`src/core/ccpt_defines.svh`:
```
// How it works
// - Standard unit has 16-bit counter, four channels
// - Wide unit is identical with 32-bit counter
// - Each channel runs capture, compare or PWM
// - Capture latches counter on selected input edge
// - Compare output shows counter against programmed threshold
// - PWM waveform follows successive compare values
// - Dead-time insertion exists only in unit zero
// - Counts clock or events, emits routing triggers
`ifndef CCPT_DEFINES_SVH
`define CCPT_DEFINES_SVH

// ----------------------------------------------------------------
// Register byte addresses
// ----------------------------------------------------------------
`define CCPT_A_CTRL   8'h00
`define CCPT_A_STS    8'h04
`define CCPT_A_MSK    8'h08
`define CCPT_A_CNT    8'h0C
`define CCPT_A_DT     8'h10
`define CCPT_CH_PAGE  3'h1
`define CCPT_CH_VSEL  2

// ----------------------------------------------------------------
// Field positions and widths
// ----------------------------------------------------------------
`define CCPT_CTRL_EN   0
`define CCPT_CTRL_SRC  1
`define CCPT_CTRL_DTEN 2
`define CCPT_STS_OVF   0
`define CCPT_STS_CH0   1
`define CCPT_NSTS      5
`define CCPT_DT_W      8
`define CCPT_CFG_W     3
`define CCPT_MAX_CH    4

`endif

```
`src/core/ccpt_pkg.sv`:
```
`default_nettype none
// ----------------------------------------------------------------
// Shared types
// ----------------------------------------------------------------
package ccpt_pkg;
  // Channel operating mode, field order matches config word bits
  typedef enum logic [1:0] {ccpt_off, ccpt_capture, ccpt_compare, ccpt_pwm} ccpt_mode_t;
  // Channel configuration word
  typedef struct packed {
    logic       falling;  // Capture on falling edge when set
    ccpt_mode_t mode;     // Operating mode
  } ccpt_chcfg_t;
  // Register bus request
  typedef struct packed {
    logic        wr;      // Write strobe
    logic        rd;      // Read strobe
    logic [7:0]  addr;    // Byte address
    logic [31:0] wdata;   // Write data
  } ccpt_bus_t;
endpackage
`default_nettype wire

```
`src/core/ccpt_channel.sv`:
```
`default_nettype none
// ----------------------------------------------------------------
// One capture / compare / PWM channel
// ----------------------------------------------------------------
module ccpt_channel #(
  parameter int CNT_W = 16
) (
  // Clock and reset
  input  wire logic                 clk_sys,
  input  wire logic                 resetn,
  input  wire logic                 ce,
  // Counter view
  input  wire logic [CNT_W-1:0]     cnt,
  input  wire logic                 tick,
  input  wire logic                 wrap,
  input  wire logic                 cap_evt,
  // Software side
  input  wire ccpt_pkg::ccpt_chcfg_t cfg,
  input  wire logic                 wr_val,
  input  wire logic [CNT_W-1:0]     wdata,
  // Results
  output logic [CNT_W-1:0]          val,
  output logic                      out,
  output logic                      flag
);
  // Channel state
  typedef struct packed {
    logic [CNT_W-1:0] val;     // Threshold or captured value
    logic [CNT_W-1:0] shadow;  // PWM threshold in use this period
    logic             out;     // Channel output
    logic             flag;    // One-cycle event pulse
  } ccpt_ch_t;

  ccpt_ch_t s_r;  // Registered state
  ccpt_ch_t s_nxt; // Next state

  // ----------------------------------------------------------------
  // Next state
  // ----------------------------------------------------------------
  always_comb begin
    s_nxt      = s_r;
    s_nxt.flag = 1'b0;
    if (wr_val) begin
      s_nxt.val = wdata;
    end
    case (cfg.mode)
      ccpt_pkg::ccpt_capture: begin
        // Capture beats a software write in the same cycle
        s_nxt.out = 1'b0;
        if (cap_evt) begin
          s_nxt.val  = cnt;
          s_nxt.flag = 1'b1;
        end
      end
      ccpt_pkg::ccpt_compare: begin
        s_nxt.out = (cnt >= s_r.val);
        if (tick && (cnt == s_r.val)) begin
          s_nxt.flag = 1'b1;
        end
      end
      ccpt_pkg::ccpt_pwm: begin
        // Reload only at wrap so a period never sees a torn value
        s_nxt.out = (cnt < s_r.shadow);
        if (wrap) begin
          s_nxt.shadow = s_r.val;
        end
        if (tick && (cnt == s_r.shadow)) begin
          s_nxt.flag = 1'b1;
        end
      end
      default: begin
        s_nxt.out = 1'b0;
      end
    endcase
  end

  // ----------------------------------------------------------------
  // State register
  // ----------------------------------------------------------------
  always_ff @(posedge clk_sys or negedge resetn) begin
    if (!resetn) begin
      s_r <= '0;
    end else if (ce) begin
      s_r <= s_nxt;
    end
  end

  assign val  = s_r.val;
  assign out  = s_r.out;
  assign flag = s_r.flag;

  // ----------------------------------------------------------------
  // Checks
  // ----------------------------------------------------------------
  a_cap_latch: assert property (@(posedge clk_sys) disable iff (!resetn)
    ce && cfg.mode == ccpt_pkg::ccpt_capture && cap_evt |=> s_r.val == $past(cnt) && s_r.flag)
    else $error("capture did not latch counter");
  a_cmp_out: assert property (@(posedge clk_sys) disable iff (!resetn)
    ce && cfg.mode == ccpt_pkg::ccpt_compare |=> s_r.out == ($past(cnt) >= $past(s_r.val)))
    else $error("compare output wrong");
  a_pwm_reload: assert property (@(posedge clk_sys) disable iff (!resetn)
    ce && cfg.mode == ccpt_pkg::ccpt_pwm && wrap |=> s_r.shadow == $past(s_r.val))
    else $error("pwm threshold not reloaded at wrap");
  a_off_quiet: assert property (@(posedge clk_sys) disable iff (!resetn)
    ce && cfg.mode == ccpt_pkg::ccpt_off |=> !s_r.out && !s_r.flag)
    else $error("idle channel active");
endmodule // ccpt_channel
`default_nettype wire

```
`src/core/ccpt_deadtime.sv`:
```
`default_nettype none
// ----------------------------------------------------------------
// Complementary output pair with dead-time insertion
// ----------------------------------------------------------------
module ccpt_deadtime #(
  parameter int DT_W = 8
) (
  // Clock and reset
  input  wire logic            clk_sys,
  input  wire logic            resetn,
  input  wire logic            ce,
  // Control
  input  wire logic            en,
  input  wire logic [DT_W-1:0] len,
  input  wire logic            lvl,
  // Output pair
  output logic                 hi,
  output logic                 lo
);
  // Pair state
  typedef struct packed {
    logic            prev;  // Level seen last cycle
    logic [DT_W-1:0] cnt;   // Dead cycles left
    logic            hi;    // High-side drive
    logic            lo;    // Low-side drive
  } ccpt_dt_t;

  ccpt_dt_t s_r;   // Registered state
  ccpt_dt_t s_nxt; // Next state

  // ----------------------------------------------------------------
  // Next state: both sides off for len+1 cycles after each edge
  // ----------------------------------------------------------------
  always_comb begin
    s_nxt      = s_r;
    s_nxt.prev = lvl;
    if (!en) begin
      s_nxt.hi  = lvl;
      s_nxt.lo  = !lvl;
      s_nxt.cnt = '0;
    end else if (lvl != s_r.prev) begin
      // Break before make, avoids shoot-through in the bridge
      s_nxt.hi  = 1'b0;
      s_nxt.lo  = 1'b0;
      s_nxt.cnt = len;
    end else if (s_r.cnt != '0) begin
      s_nxt.cnt = s_r.cnt - 1'b1;
    end else begin
      s_nxt.hi = lvl;
      s_nxt.lo = !lvl;
    end
  end

  // ----------------------------------------------------------------
  // State register
  // ----------------------------------------------------------------
  always_ff @(posedge clk_sys or negedge resetn) begin
    if (!resetn) begin
      s_r <= '0;
    end else if (ce) begin
      s_r <= s_nxt;
    end
  end

  assign hi = s_r.hi;
  assign lo = s_r.lo;

  // ----------------------------------------------------------------
  // Checks
  // ----------------------------------------------------------------
  a_dt_overlap: assert property (@(posedge clk_sys) disable iff (!resetn)
    !(s_r.hi && s_r.lo))
    else $error("both sides driven at once");
  a_dt_gap: assert property (@(posedge clk_sys) disable iff (!resetn)
    ce && en && (lvl != s_r.prev) |=> !s_r.hi && !s_r.lo)
    else $error("no dead gap after edge");
endmodule // ccpt_deadtime
`default_nettype wire

```
`src/core/ccpt_timer.sv`:
```
// The implementer's own choices: the address map and strobed register access.
`include "ccpt_defines.svh"
`default_nettype none
// ----------------------------------------------------------------
// Capture / compare / PWM timer unit
// ----------------------------------------------------------------
module ccpt_timer #(
  parameter int CNT_W   = 16,  // 16 standard, 32 for wide_counter_unit
  parameter int NUM_CH  = 4,   // Channels fitted, 1 to 4
  parameter int UNIT_ID = 0    // Unit zero carries dead-time logic
) (
  // Clock and reset
  input  wire logic                 clk_sys,
  input  wire logic                 resetn,
  input  wire logic                 ce,
  // Register port
  input  wire ccpt_pkg::ccpt_bus_t  bus_req,
  output logic [31:0]               rdata,
  output logic                      irq,
  // Pins from outside the clock domain
  input  wire logic [NUM_CH-1:0]    cap_pin,
  input  wire logic                 evt_pin,
  // Channel outputs
  output logic [NUM_CH-1:0]         ch_out,
  output logic [NUM_CH-1:0]         dt_hi,
  output logic [NUM_CH-1:0]         dt_lo,
  // Triggers to the event_routing_network
  output logic                      evt_ovf,
  output logic [NUM_CH-1:0]         evt_ch
);
  // ----------------------------------------------------------------
  // Elaboration checks
  // ----------------------------------------------------------------
  if (CNT_W != 16 && CNT_W != 32) begin : g_bad_w
    $error("CNT_W must be 16 or 32");
  end
  if (NUM_CH < 1 || NUM_CH > `CCPT_MAX_CH) begin : g_bad_ch
    $error("NUM_CH must be 1 to 4");
  end
  if (UNIT_ID < 0) begin : g_bad_id
    $error("UNIT_ID must not be negative");
  end

  // Unit state
  typedef struct packed {
    logic                        en;     // Counter runs
    logic                        src;    // Count events instead of clocks
    logic                        dten;   // Dead-time on
    logic [`CCPT_DT_W-1:0]       dt;     // Dead-time length
    logic [`CCPT_NSTS-1:0]       sts;    // Sticky event flags
    logic [`CCPT_NSTS-1:0]       msk;    // Interrupt mask
    logic [CNT_W-1:0]            cnt;    // Main counter
    logic [NUM_CH-1:0]           c1;     // Capture pin sync stage 1
    logic [NUM_CH-1:0]           c2;     // Capture pin sync stage 2
    logic [NUM_CH-1:0]           c3;     // Capture pin history
    logic                        e1;     // Event pin sync stage 1
    logic                        e2;     // Event pin sync stage 2
    logic                        e3;     // Event pin history
    ccpt_pkg::ccpt_chcfg_t [NUM_CH-1:0] cfg; // Channel configuration
    logic [31:0]                 rdata;  // Read data
    logic                        irq;    // Interrupt
    logic                        ovf;    // Overflow trigger pulse
  } ccpt_st_t;

  ccpt_st_t s_r;    // Registered state
  ccpt_st_t s_nxt;  // Next state

  // Decode and datapath helpers
  logic                     tick;     // Counter advances this cycle
  logic                     wrap;     // Counter at all ones and advancing
  logic                     is_ch;    // Address in channel page
  logic [1:0]               chsel;    // Addressed channel
  logic [NUM_CH-1:0]        cap_evt;  // Selected capture edge
  logic [NUM_CH-1:0]        wr_val;   // Channel value write
  logic [`CCPT_NSTS-1:0]    set;      // Events this cycle
  logic [`CCPT_NSTS-1:0]    clr;      // Write-one-to-clear bits
  logic [NUM_CH-1:0]        ch_flag;  // Channel event pulses
  logic [NUM_CH-1:0]        ch_lvl;   // Channel outputs
  logic [CNT_W-1:0]         ch_val [NUM_CH]; // Channel values

  // ----------------------------------------------------------------
  // Helpers
  // ----------------------------------------------------------------
  // Zero-extend a counter-wide value to a bus word
  function automatic logic [31:0] ccpt_ext(input logic [CNT_W-1:0] v);
    logic [31:0] r;
    r            = '0;
    r[CNT_W-1:0] = v;
    return r;
  endfunction

  // Address hit test for a fixed register
  function automatic logic ccpt_hit(input logic [7:0] a, input logic [7:0] reg_a);
    return a == reg_a;
  endfunction

  // ----------------------------------------------------------------
  // Next state
  // ----------------------------------------------------------------
  always_comb begin
    s_nxt   = s_r;
    is_ch   = bus_req.addr[7:5] == `CCPT_CH_PAGE;
    chsel   = bus_req.addr[4:3];
    set     = '0;
    clr     = '0;
    cap_evt = '0;
    wr_val  = '0;

    // Pin synchronisers: stage 1 feeds stage 2 only
    s_nxt.c1 = cap_pin;
    s_nxt.c2 = s_r.c1;
    s_nxt.c3 = s_r.c2;
    s_nxt.e1 = evt_pin;
    s_nxt.e2 = s_r.e1;
    s_nxt.e3 = s_r.e2;

    // Count clocks or rising edges of the event pin
    tick = s_r.en && (s_r.src ? (s_r.e2 && !s_r.e3) : 1'b1);
    wrap = tick && (s_r.cnt == '1);
    if (tick) begin
      s_nxt.cnt = s_r.cnt + 1'b1;
    end
    s_nxt.ovf = wrap;

    // Edge select per channel
    for (int i = 0; i < NUM_CH; i++) begin
      if (s_r.cfg[i].falling) begin
        cap_evt[i] = !s_r.c2[i] && s_r.c3[i];
      end else begin
        cap_evt[i] = s_r.c2[i] && !s_r.c3[i];
      end
      wr_val[i] = bus_req.wr && is_ch && (chsel == 2'(i)) && bus_req.addr[`CCPT_CH_VSEL];
      set[`CCPT_STS_CH0 + i] = ch_flag[i];
    end
    set[`CCPT_STS_OVF] = wrap;

    // Register writes
    if (bus_req.wr) begin
      if (ccpt_hit(bus_req.addr, `CCPT_A_CTRL)) begin
        s_nxt.en   = bus_req.wdata[`CCPT_CTRL_EN];
        s_nxt.src  = bus_req.wdata[`CCPT_CTRL_SRC];
        s_nxt.dten = bus_req.wdata[`CCPT_CTRL_DTEN];
      end
      if (ccpt_hit(bus_req.addr, `CCPT_A_STS)) begin
        clr = bus_req.wdata[`CCPT_NSTS-1:0];
      end
      if (ccpt_hit(bus_req.addr, `CCPT_A_MSK)) begin
        s_nxt.msk = bus_req.wdata[`CCPT_NSTS-1:0];
      end
      if (ccpt_hit(bus_req.addr, `CCPT_A_DT)) begin
        s_nxt.dt = bus_req.wdata[`CCPT_DT_W-1:0];
      end
      for (int i = 0; i < NUM_CH; i++) begin
        if (is_ch && (chsel == 2'(i)) && !bus_req.addr[`CCPT_CH_VSEL]) begin
          s_nxt.cfg[i] = ccpt_pkg::ccpt_chcfg_t'(bus_req.wdata[`CCPT_CFG_W-1:0]);
        end
      end
    end

    // A new event outweighs a clear in the same cycle
    s_nxt.sts = (s_r.sts & ~clr) | set;
    s_nxt.irq = |(s_nxt.sts & s_nxt.msk);

    // Read data, valid in the cycle after the strobe only
    s_nxt.rdata = '0;
    if (bus_req.rd) begin
      if (ccpt_hit(bus_req.addr, `CCPT_A_CTRL)) begin
        s_nxt.rdata[`CCPT_CTRL_EN]   = s_r.en;
        s_nxt.rdata[`CCPT_CTRL_SRC]  = s_r.src;
        s_nxt.rdata[`CCPT_CTRL_DTEN] = s_r.dten;
      end
      if (ccpt_hit(bus_req.addr, `CCPT_A_STS)) begin
        s_nxt.rdata[`CCPT_NSTS-1:0] = s_r.sts;
      end
      if (ccpt_hit(bus_req.addr, `CCPT_A_MSK)) begin
        s_nxt.rdata[`CCPT_NSTS-1:0] = s_r.msk;
      end
      if (ccpt_hit(bus_req.addr, `CCPT_A_CNT)) begin
        s_nxt.rdata = ccpt_ext(s_r.cnt);
      end
      if (ccpt_hit(bus_req.addr, `CCPT_A_DT)) begin
        s_nxt.rdata[`CCPT_DT_W-1:0] = s_r.dt;
      end
      for (int i = 0; i < NUM_CH; i++) begin
        if (is_ch && (chsel == 2'(i))) begin
          if (bus_req.addr[`CCPT_CH_VSEL]) begin
            s_nxt.rdata = ccpt_ext(ch_val[i]);
          end else begin
            s_nxt.rdata[`CCPT_CFG_W-1:0] = s_r.cfg[i];
          end
        end
      end
    end
  end

  // ----------------------------------------------------------------
  // State register, frozen while ce is low
  // ----------------------------------------------------------------
  always_ff @(posedge clk_sys or negedge resetn) begin
    if (!resetn) begin
      s_r <= '0;
    end else if (ce) begin
      s_r <= s_nxt;
    end
  end

  // ----------------------------------------------------------------
  // Channels
  // ----------------------------------------------------------------
  for (genvar g = 0; g < NUM_CH; g++) begin : g_ch
    ccpt_channel #(
      .CNT_W (CNT_W)
    ) u_ch (
      .clk_sys (clk_sys),
      .resetn  (resetn),
      .ce      (ce),
      .cnt     (s_r.cnt),
      .tick    (tick),
      .wrap    (wrap),
      .cap_evt (cap_evt[g]),
      .cfg     (s_r.cfg[g]),
      .wr_val  (wr_val[g]),
      .wdata   (bus_req.wdata[CNT_W-1:0]),
      .val     (ch_val[g]),
      .out     (ch_lvl[g]),
      .flag    (ch_flag[g])
    );
  end

  // ----------------------------------------------------------------
  // Dead-time pairs: fitted in unit zero only, saves area elsewhere
  // ----------------------------------------------------------------
  if (UNIT_ID == 0) begin : g_dt
    for (genvar g = 0; g < NUM_CH; g++) begin : g_pair
      ccpt_deadtime #(
        .DT_W (`CCPT_DT_W)
      ) u_dt (
        .clk_sys (clk_sys),
        .resetn  (resetn),
        .ce      (ce),
        .en      (s_r.dten),
        .len     (s_r.dt),
        .lvl     (ch_lvl[g]),
        .hi      (dt_hi[g]),
        .lo      (dt_lo[g])
      );
    end
  end else begin : g_nodt
    assign dt_hi = ch_lvl;
    assign dt_lo = '0;
  end

  // Outputs
  assign rdata   = s_r.rdata;
  assign irq     = s_r.irq;
  assign evt_ovf = s_r.ovf;
  assign ch_out  = ch_lvl;
  assign evt_ch  = ch_flag;

  // ----------------------------------------------------------------
  // Checks
  // ----------------------------------------------------------------
  a_cnt_wrap: assert property (@(posedge clk_sys) disable iff (!resetn)
    ce && wrap |=> s_r.cnt == '0 && s_r.ovf && s_r.sts[`CCPT_STS_OVF])
    else $error("counter wrap or overflow flag wrong");
  a_cnt_step: assert property (@(posedge clk_sys) disable iff (!resetn)
    ce && tick |=> s_r.cnt == CNT_W'($past(s_r.cnt) + 1'b1))
    else $error("counter did not step by one");
  a_evt_count: assert property (@(posedge clk_sys) disable iff (!resetn)
    ce && s_r.src && !(s_r.e2 && !s_r.e3) |=> $stable(s_r.cnt))
    else $error("counter moved without event");
  a_ovf_trig: assert property (@(posedge clk_sys) disable iff (!resetn)
    s_r.ovf && $past(ce) |-> $past(s_r.cnt) == '1 && $past(s_r.en))
    else $error("overflow trigger without wrap");
  a_sts_sticky: assert property (@(posedge clk_sys) disable iff (!resetn)
    ce && s_r.sts[`CCPT_STS_OVF] && !(bus_req.wr && ccpt_hit(bus_req.addr, `CCPT_A_STS)
    && bus_req.wdata[`CCPT_STS_OVF]) |=> s_r.sts[`CCPT_STS_OVF])
    else $error("overflow flag lost");
  a_irq_level: assert property (@(posedge clk_sys) disable iff (!resetn)
    s_r.irq == |(s_r.sts & s_r.msk))
    else $error("interrupt does not follow flags");
  a_read_cnt: assert property (@(posedge clk_sys) disable iff (!resetn)
    ce && bus_req.rd && ccpt_hit(bus_req.addr, `CCPT_A_CNT) |=> s_r.rdata == ccpt_ext($past(s_r.cnt)))
    else $error("counter read back wrong");
endmodule // ccpt_timer
`default_nettype wire

```
`config.mk`:
```
export PLATFORM = sky130hd
export DESIGN_NAME = ccpt_timer
export DESIGN_NICKNAME = d
export VERILOG_FILES = /design/src/core/ccpt_pkg.sv /design/src/core/ccpt_channel.sv /design/src/core/ccpt_deadtime.sv /design/src/core/ccpt_timer.sv
export VERILOG_INCLUDE_DIRS = /design/src /design/src/core
export SDC_FILE = /design/constraint.sdc
export NUM_CORES = 1
export LEC_CHECK = 0
export ABC_AREA = 1
export BUFFER_PORTS_ARGS = -buffer_cell sky130_fd_sc_hd__clkbuf_2
export CORE_AREA = 5 5 198 200
export DETAILED_ROUTE_END_ITERATION = 16
export DIE_AREA = 0 0 203 205
export PLACE_DENSITY_LB_ADDON = 0.2
export SLEW_MARGIN = 5
export SYNTH_ARGS = -nofsm -noshare
export SYNTH_HDL_FRONTEND = slang
export SYNTH_HIERARCHICAL = 1
export SYNTH_SLANG_ARGS = --single-unit
export TNS_END_PERCENT = 20
```
`constraint.sdc`:
```
create_clock -name clk_sys -period 2.02 [get_ports clk_sys]
set_input_delay 0.404 -clock clk_sys [delete_from_list [all_inputs] [get_ports clk_sys]]
set_output_delay 0.404 -clock clk_sys [all_outputs]
set_load 0.005 [all_outputs]
```
* Word-level counts from Yosys, hierarchy flattened
Cells that the tools add are included.
** Word-level totals
- Register bits :: 278
- Input bits :: 50
- Output and inout port bits :: 50
- Logic and storage cells :: 267
** Cells by class
- Add/subtract/negate cells :: 5
- $lt $le $gt $ge :: 8
- Equal/unequal tests :: 41
- Multiplexer cells :: 77
- Bitwise logic cells :: 4
- Reductions and logical operators :: 76
** Operators by type and width (number)
- $mux 16 :: 13
- $mux 32 :: 6
- $eq 16x16->1 :: 8
- $mux 29 :: 4
- $mux 10 :: 8
- $ge 16x16->1 :: 4
- $lt 16x16->1 :: 4
- $mux 8 :: 6
- $logic_and 1x1->1 :: 36
- $reduce_bool 8->1 :: 4
- $sub 8x1->8 const B :: 4
- $mux 5 :: 6
- $reduce_and 3->1 :: 10
- $eq 2x2->1 const B :: 10
- $reduce_and 2->1 :: 9
- $mux 1 :: 17
- $add 16x1->16 const B :: 1
- $eq 16x16->1 const B :: 1
- $eq 8x4->1 const B :: 2
- $mux 3 :: 5
- $logic_not 1->1 :: 14
- $ne 3x1->1 const B :: 4
- $ne 3x2->1 const B :: 4
- $pmux 1 s3 :: 4
- other kinds (13) :: 27

* Longest topological paths before layout
Gate-level depths: netlist (run 1).
- Depth in word-level cells :: 17
- Mapped depth :: 16
- Gate-level depth less buffers :: 16

* Modules after synthesis
The synthesis (run 1) kept the hierarchy.
** By module, submodules not included
- ccpt_channel :: instances 4, cells each 359, area an instance 2623.8 um^2, sequential area each 850.8 um^2
- ccpt_timer :: instances 1, cells each 638, area an instance 4868.4 um^2, sequential area each 2052.0 um^2
- ccpt_deadtime :: instances 4, cells each 106, area an instance 739.5 um^2, sequential area each 275.3 um^2

* Worst setup path before layout (run 1)
Ideal clock, no wire load.
- Path type :: input -> register
- Start point :: input port bus_req[39] (netlist name)
- End point :: register g_ch[3].u_ch.s_r, in the netlist g_ch[3].u_ch/val[3]
- Library setup time :: 0.130 ns
- Arrival :: 1.896 ns
- Data required time :: 1.890 ns
- Slack :: -0.007 ns
- Stages on the path :: 12
- Path buffers :: 2
- Path through :: nor2_4 > nand2_2 > nor3_2 > inv_2 > nor2_2 > inv_2 > buf_2 > nor2_1 > clkbuf_1 > o21ai_0 > o21ai_2 > o21ai_1
** Between the ends
- Word-level cells in the longest chain between the ends :: 7
** RTL lines
- start: declaration :: line ccpt_timer.sv:17 : input wire ccpt_pkg::ccpt_bus_t bus_req,
- $eq 3x1->1 (no source line) *
- $logic_and 1x1->1 * (3 in series) :: line ccpt_timer.sv:132 : wr_val[i] = bus_req.wr && is_ch && (chsel == 2'(i)) && bus_req.addr[`CCPT_CH_VSEL];
- named net wr_val[3] :: line ccpt_timer.sv:74 : logic [NUM_CH-1:0] wr_val;
- $mux 16 * :: line ccpt_channel.sv:43 : if (wr_val) begin
- $mux 16 :: line ccpt_channel.sv:50 : if (cap_evt) begin
- $mux 16 * :: line ccpt_channel.sv:46 : case (cfg.mode)
- end signal: assignment :: line ccpt_channel.sv:84 : s_r <= s_nxt;
- end: declaration :: line ccpt_channel.sv:34 : ccpt_ch_t s_r;
Mark *: on every way through the listed nets, which the timed path passes. The rest lies on a longest branch.
A chain may end at the register's enable or synchronous reset.

==> results of run 1 <==
layout by cell type, fill, tap and decap left out, drive strengths merged:
cell,n
buf,102
or2,10
a31o,1
clkinv,7
dlygate4sd3,1
a21oi,158
ha,141
conb,16
nor4,1
inv,360
a22oi,2
o211ai,8
a21boi,1
clkbuf,117
nand3,89
a211oi,1
bufinv,3
o21bai,16
nand4,11
xnor2,2
diode,1
mux2,3
o22ai,2
o21ai,397
nand2,653
o2111ai,3
nor3,14
dfrtp,262
o22a,2
xor2,11
a21o,5
o221ai,1
nor2,167
o21a,9
through the flow:
stage | power, mW | cell area [um^2] | hold slack, ns
after floorplan | 8.71 | 18400 | 0.108
after global placement | 9.25 | 19100 | 0.334
after detailed placement | 9.38 | 19100 | 0.335
after CTS | 15.8 | 20300 | 0.0516
after global routing | 16.5 | 20500 | 0.0738
final | 15.7 | 20500 | 0.0756
cell families (layout without fill, tap and decap cells):
logic type               Yosys count  in the layout
AND/OR/NAND/NOR                  945            945
adder cells (fa/ha/maj)          141            141
buffers and inverters            527            590
other                              1             17
multiplexers                       3              3
XOR/XNOR                          13             13
AO/OA/AOI/OAI                    606            606
flip-flops                       262            262
power breakdown:
part / switching [mW] / total, mW / leakage [nW] / internal (mW)
sequential: 0.510 / 6.24 / 3.20 / 5.73
combinational: 1.98 / 3.10 / 6.83 / 1.11
clock: 2.43 / 6.35 / 0.573 / 3.92
worst max-delay path, stage by stage, from the launching register on:
cell     delay [ns]
dfrtp_1        0.35
ha_2           0.21
nand4_1        0.13
nor3_2         0.16
nand3_2        0.17
nor2_4         0.13
buf_6          0.12
buf_4          0.10
nand2_1        0.07
nor2_4         0.11
buf_12         0.18
nor2_1         0.06
a21oi_1        0.12
sequential cells by signal, summed over array words and instances (netlist names):
register,count
g_ch.u_ch/out,4
g_dt.g_pair.u_dt/lo,4
g_dt.g_pair.u_dt/hi,4
s_nxt,10
g_ch.u_ch/flag,4
s_r,54
evt_ovf,1
rdata,16
irq,1
g_ch.u_ch/s_r,64
g_dt.g_pair.u_dt/s_r,36
g_ch.u_ch/val,64
worst max path at each step:
| stage | start | endpoint | depth (start not counted) |
|---|---|---|---|
| after global placement | bus_req[39] | rdata[1]$_DFFE_PN0P_ | 16 |
| after CTS | s_r[61]$_DFFE_PN0P_ | g_ch[2].u_ch/s_r[2]$_DFFE_PN0P_ | 11 |
| after detailed placement | bus_req[39] | g_ch[2].u_ch/val[15]$_DFFE_PN0P_ | 12 |
| final | s_r[62]$_DFFE_PN0P_ | g_ch[0].u_ch/s_r[2]$_DFFE_PN0P_ | 12 |
| after global routing | s_r[62]$_DFFE_PN0P_ | g_ch[2].u_ch/s_r[17]$_DFFE_PN0P_ | 12 |
| after floorplan | bus_req[39] | g_ch[3].u_ch/val[13]$_DFFE_PN0P_ | 12 |
what timing repair did:
item / CTS / global route
setup buffers: 1 / 6
cloned: 0 / 3
endpoints found under the hold margin: 37 / 0
gates resized for setup: 2 / 30
hold buffers: 1 / 0
pin swaps: 1 / 2
setup endpoints to repair: 1 / 69
metal layers:
layer / track usage / vias up / wire length [um]
met5: 0 / - / 8
met4: 0.0885 / 2 / 1860
met2: 0.404 / 475 / 23900
met3: 0.0554 / 107 / 3720
li1: - / 8067 / -
met1: 0.340 / 7662 / 23600
cell type report:
class                   count  area [um^2]
flip-flops and latches    262         6560
multi-input cells        1724         9340
diodes                      1         2.50
fillers                  3591        16800
inverters                 361         1360
repair buffers            170         1450
clock buffers              50         1030
clock inverters             9          120
well taps                 474          593
==> impl_metrics.tcl, run 1 <==
set metrics [dict create \
    holdPathStages 3 \
    syn-cell-area_um2 18300 \
    synthTopCellsByArea "dfrtp_1 36%, nand2_1 13%, ha_1 9.6%, inv_1 6.8%, o21ai_0 6.3%" \
    finalSetupTns_ns 0 \
    synth-main-ff-cell "dfrtp_1" \
    ant_nets 0 \
    gp_congestion 0.903 \
    clock_sinks 262 \
    worst-path-max-fanout 32 \
    grt_overflow 0 \
    cts-buffers-inserted 34 \
    yosys.area_share.simple 0.223 \
    timing.rr.end "g_ch[0].u_ch/s_r[2]$_DFFE_PN0P_" \
    ys_ff_latch 262 \
    first_global_vias 15700 \
    yosysMostFrequentCell "nand2_1" \
    setup_slack_ns 0.0107 \
    clk_pin_slew_ns 0.06 \
    synth_edf_count 0 \
    finalMaxSlewViolations 0 \
    reg2reg_depth 12 \
    grt_pass1_wl_mm 83.8 \
    hold_class "in -> reg" \
    clk_latency_ns 0.54 \
    finalSetupViolations 0 \
    fmax_mhz 498 \
    routedWlPerCell_um 17.4 \
    power_density_nw_per_um2 767 \
    skew_ns 0.0134 \
    clockRootBuffer "clkbuf_16" \
    synth_area_per_cell_um2 7.33 \
    relSlewSlack 0.664 \
    yosysSeqAreaShare 0.358 \
    rows 71 \
    synth_top_family_by_area "simple AND/OR/NAND/NOR gates" \
    ys_top_cells_by_count "636 x nand2_1, 334 x inv_1, 262 x dfrtp_1, 229 x o21ai_0, 160 x o21ai_1" \
    r2r_slack_ns 0.01 \
    clk_path_buf_depth 3 \
    antenna_found_initial 2 \
    layoutNonFillerInstCount 3051 \
    groute.usage.overall 0.252 \
    worst_ep_required_time_ns 2.47 \
    start_util 0.492 \
    synth-xor-area-share 0.00621 \
    nets 2744 \
    core_area_um2 37200 \
    hold_end "s_nxt[53]$_DFFE_PN0P_" \
    via_count 16300 \
    fin_util 0.550 \
    die_x_um 203 \
    place_inst 2980 \
    numPortBuffers 67 \
    die-area_um2 41600 \
    yosysTopAreaCell "dfrtp_1" \
    peakVddDrop_mv 0.544 \
    synthMuxAreaShare 0.00184 \
    finalCritPeriodShare 0.995 \
    die_h_um 205 \
    critical_path_arrival_ns 2.46 \
    leakagePower_nw 10.6 \
    synth_fa_ha_area_frac 0.0963 \
    layout-drive-gt1-share 0.139 \
    maxCapViolations 0 \
    cp-start-kind "register" \
    first_pass_iters 5 \
    grt_max_degree 70 \
    dpl.hpwl_mm 39.5 \
    avgViaCountPerCell 5.35 \
    synth_compound_area_frac 0.174 \
    routed_wl_mm 53.0 \
    status "finished, final reports clean" \
    cts_tree "built" \
    critPathCaptureType "register" \
    ys_warn_count 6 \
    tightest_slew_ns 0.504 \
    drcViolationCount 0 \
    min_from "cap_pin[0]" \
    setup.worst_path.class "reg -> reg" \
    netlist.area_leader.share 0.358 \
    hold_viol_final 0 \
    synth.distinct_cells 50 \
    async_reset_ff_frac 1.00 \
    r2r-start "s_r[62]$_DFFE_PN0P_" \
    drtIter0Drc 1247 \
    synthCells 2498 \
    place_ws_ns -0.0214 \
    rsz0062_at_grt "yes" \
    htreeDepth 2 \
    min_period_ns 2.01 \
    ios 100 \
    area_delta_synth_final_pct 11.6 \
]
(Power assumes the default switching activity.)
==> inputs of run 2 (changes only) <==
Settings changed: ABC_AREA 1 to default, CORE_AREA 5 5 198 200 to 5 5 187 189, DIE_AREA 0 0 203 205 to 0 0 192 194, SYNTH_HIERARCHICAL 1 to default.
==> impl_metrics.tcl, run 2 <==
set metrics [dict create \
    rsz0062_at_grt "yes" \
    violations "negative setup slack" \
    nets 2102 \
    dpl.hpwl_mm 35.6 \
    area_delta_synth_final_pct 22.4 \
    drtIter0Drc 1277 \
    path_buf_inv 2 \
    clockRootBuffer "clkbuf_16" \
    clock_sinks 262 \
    groute.usage.overall 0.251 \
    via_count 13800 \
    drcViolationCount 0 \
    ios 100 \
    synth_area_per_cell_um2 9.50 \
    antenna_found_initial 0 \
    synth_edf_count 0 \
    first_pass_iters 5 \
    final_common_cell "dfrtp_1" \
    fmax_mhz 473 \
    cts-buffers-inserted 31 \
    synthCells 1717 \
    die-area_um2 37200 \
    finalMaxSlewViolations 0 \
    synthTopCellsByArea "dfrtp_1 40%, ha_1 11%, mux2i_1 5.6%, a21oi_1 4.0%, inv_1 3.5%" \
    synth-main-ff-cell "dfrtp_1" \
    pwr-share-clk 0.336 \
    cp_slowest_stage_delay_ns 0.42 \
    start_util 0.493 \
    fin_util 0.603 \
    cpMaxStageDelayCell "dfrtp_1" \
    internal-power_mw 12.3 \
    p_comb_frac 0.296 \
    clk_path_buf_depth 3 \
    avgViaCountPerCell 5.82 \
    setup_slack_ns -0.0963 \
    setup.worst_path.class "reg -> reg" \
    grt_pass1_wl_mm 75.5 \
    switching_power_mw 6.13 \
    place_ws_ns -0.141 \
    min_period_ns 2.12 \
    yosysMostFrequentCell "dfrtp_1" \
    layoutNonFillerInstCount 2379 \
    grt_max_degree 63 \
    grt_overflow 0 \
    leakagePower_nw 9.66 \
    syn-cell-area_um2 16300 \
    final_cell_mix "250 x dfrtp_1, 184 x buf_4, 150 x inv_1" \
    critical_path_arrival_ns 2.58 \
    numPortBuffers 67 \
    finalInstanceArea_um2 20000 \
    critPathCaptureType "register" \
    ys_ff_latch 262 \
    synth.distinct_cells 70 \
    power_frac_seq 0.368 \
    worst-path-max-fanout 6 \
    core_area_um2 33100 \
    cts_tree "built" \
    num_antenna_cells 0 \
    switching_share 0.333 \
    first_global_vias 13900 \
    clk_latency_ns 0.59 \
    yosysSeqAreaShare 0.402 \
    place_inst 2303 \
    cp-start-kind "register" \
    gp_congestion 0.916 \
    yosysTopAreaCell "dfrtp_1" \
    clk_pin_slew_ns 0.07 \
    ys_top_cells_by_count "262 x dfrtp_1, 154 x inv_1, 145 x ha_1, 130 x a21oi_1, 117 x nor2_1" \
    finalCritPeriodShare 1.05 \
    crit_path_cell_trace "inv_4 > ha_4 > or2b_4 > o41ai_4 > buf_4 > nor3_2 > a211oi_2 > a21oi_1 > a22o_2" \
    htreeDepth 1 \
    die_x_um 192 \
    finalSetupViolations 6 \
    async_reset_ff_frac 1.00 \
    skew_ns 0.0231 \
    layout-drive-gt1-share 0.243 \
    tightest_slew_ns 0.498 \
    worst_ep_required_time_ns 2.48 \
    power_density_nw_per_um2 922 \
    peakVddDrop_mv 0.705 \
    maxCapViolations 0 \
    routedWlPerCell_um 20.0 \
    critPathTopFamily "compound AO/OA/AOI/OAI gates" \
    fin_total_pwr_mw 18.4 \
    relSlewSlack 0.665 \
    die_h_um 194 \
    netlist.area_leader.share 0.402 \
    status "finished, violations left" \
    routed_wl_mm 47.6 \
    ant_nets 0 \
    rows 67 \
    place_area_um2 18300 \
    ys_warn_count 0 \
    hold_class "in -> reg" \
    hold_viol_final 0 \
]
run 2: what timing repair did:
| item | CTS | global route |
|---|---|---|
| resized for setup | 44 | 42 |
| hold buffers | 1 | 0 |
| gates cloned | 1 | 1 |
| pin swaps | 18 | 26 |
| hold endpoints to repair | 35 | 0 |
| endpoints found under the setup margin | 87 | 40 |
| setup buffers | 12 | 5 |
run 2: power groups by stage:
| stage | combinational, mW | sequential, mW | clock, mW |
|---|---|---|---|
| 3_5_place_dp | 5.02 | 6.84 | 0 |
| 2_1_floorplan | 3.20 | 6.67 | 0 |
| 6_report | 5.45 | 6.78 | 6.19 |
| 4_1_cts | 5.23 | 6.75 | 6.29 |
| 3_3_place_gp | 4.82 | 6.80 | 0 |
| 5_1_grt | 6.13 | 6.89 | 6.51 |
run 2: metrics by stage:
stage          hold WS (ns)  setup TNS (ns)
3_3_place_gp          0.339           -3.60
5_1_grt              0.0372           -1.58
4_1_cts              0.0271          -0.484
3_5_place_dp          0.352           -4.21
2_1_floorplan         0.108          -0.634
6_report             0.0501          -0.264
run 2: area by class of cell:
| type | count | area (um^2) |
|---|---|---|
| clock buffer | 41 | 883 |
| clock inverter | 16 | 258 |
| fill | 2787 | 13200 |
| inverter | 154 | 581 |
| multi-input combinational | 1177 | 8820 |
| sequential | 262 | 6570 |
| tap | 448 | 561 |
| timing repair buffer | 281 | 2290 |
run 2: cells by family after synthesis:
group                    synth area share
buffers and inverters              0.0842
XOR/XNOR                          0.00805
flip-flops                          0.402
adder cells (fa/ha/maj)             0.111
other                            0.000230
AO/OA/AOI/OAI                       0.183
AND/OR/NAND/NOR                     0.118
multiplexers                       0.0924
run 2: final timing paths:
check                                                         end  slack, ns                                from  depth (start not counted)
setup reg to reg           g_dt.g_pair[3].u_dt.s_r[7]$_DFFE_PN0P_       -0.1        g_ch[3].u_ch.out$_DFFE_PN0P_                          9
hold reg to reg                g_dt.g_pair[2].u_dt.hi$_DFFE_PN0P_       0.48  g_dt.g_pair[2].u_dt.hi$_DFFE_PN0P_                          2
min in group asynchronous        g_ch[0].u_ch.s_r[15]$_DFFE_PN0P_       0.35                              resetn                          2
hold / removal                              s_nxt[54]$_DFFE_PN0P_       0.05                          cap_pin[1]                          2
setup / recovery           g_dt.g_pair[3].u_dt.s_r[7]$_DFFE_PN0P_       -0.1        g_ch[3].u_ch.out$_DFFE_PN0P_                          9
max in group asynchronous                   s_nxt[55]$_DFFE_PN0P_       0.98                              resetn                          3
run 2: routing by layer:
metal / vias up / track usage / share of wire
met4: 0 / 0.0829 / 0.034
met1: 6791 / 0.337 / 0.43
met3: 100 / 0.0402 / 0.060
met5: - / 0 / 0
met2: 429 / 0.414 / 0.47
li1: 6523 / - / -
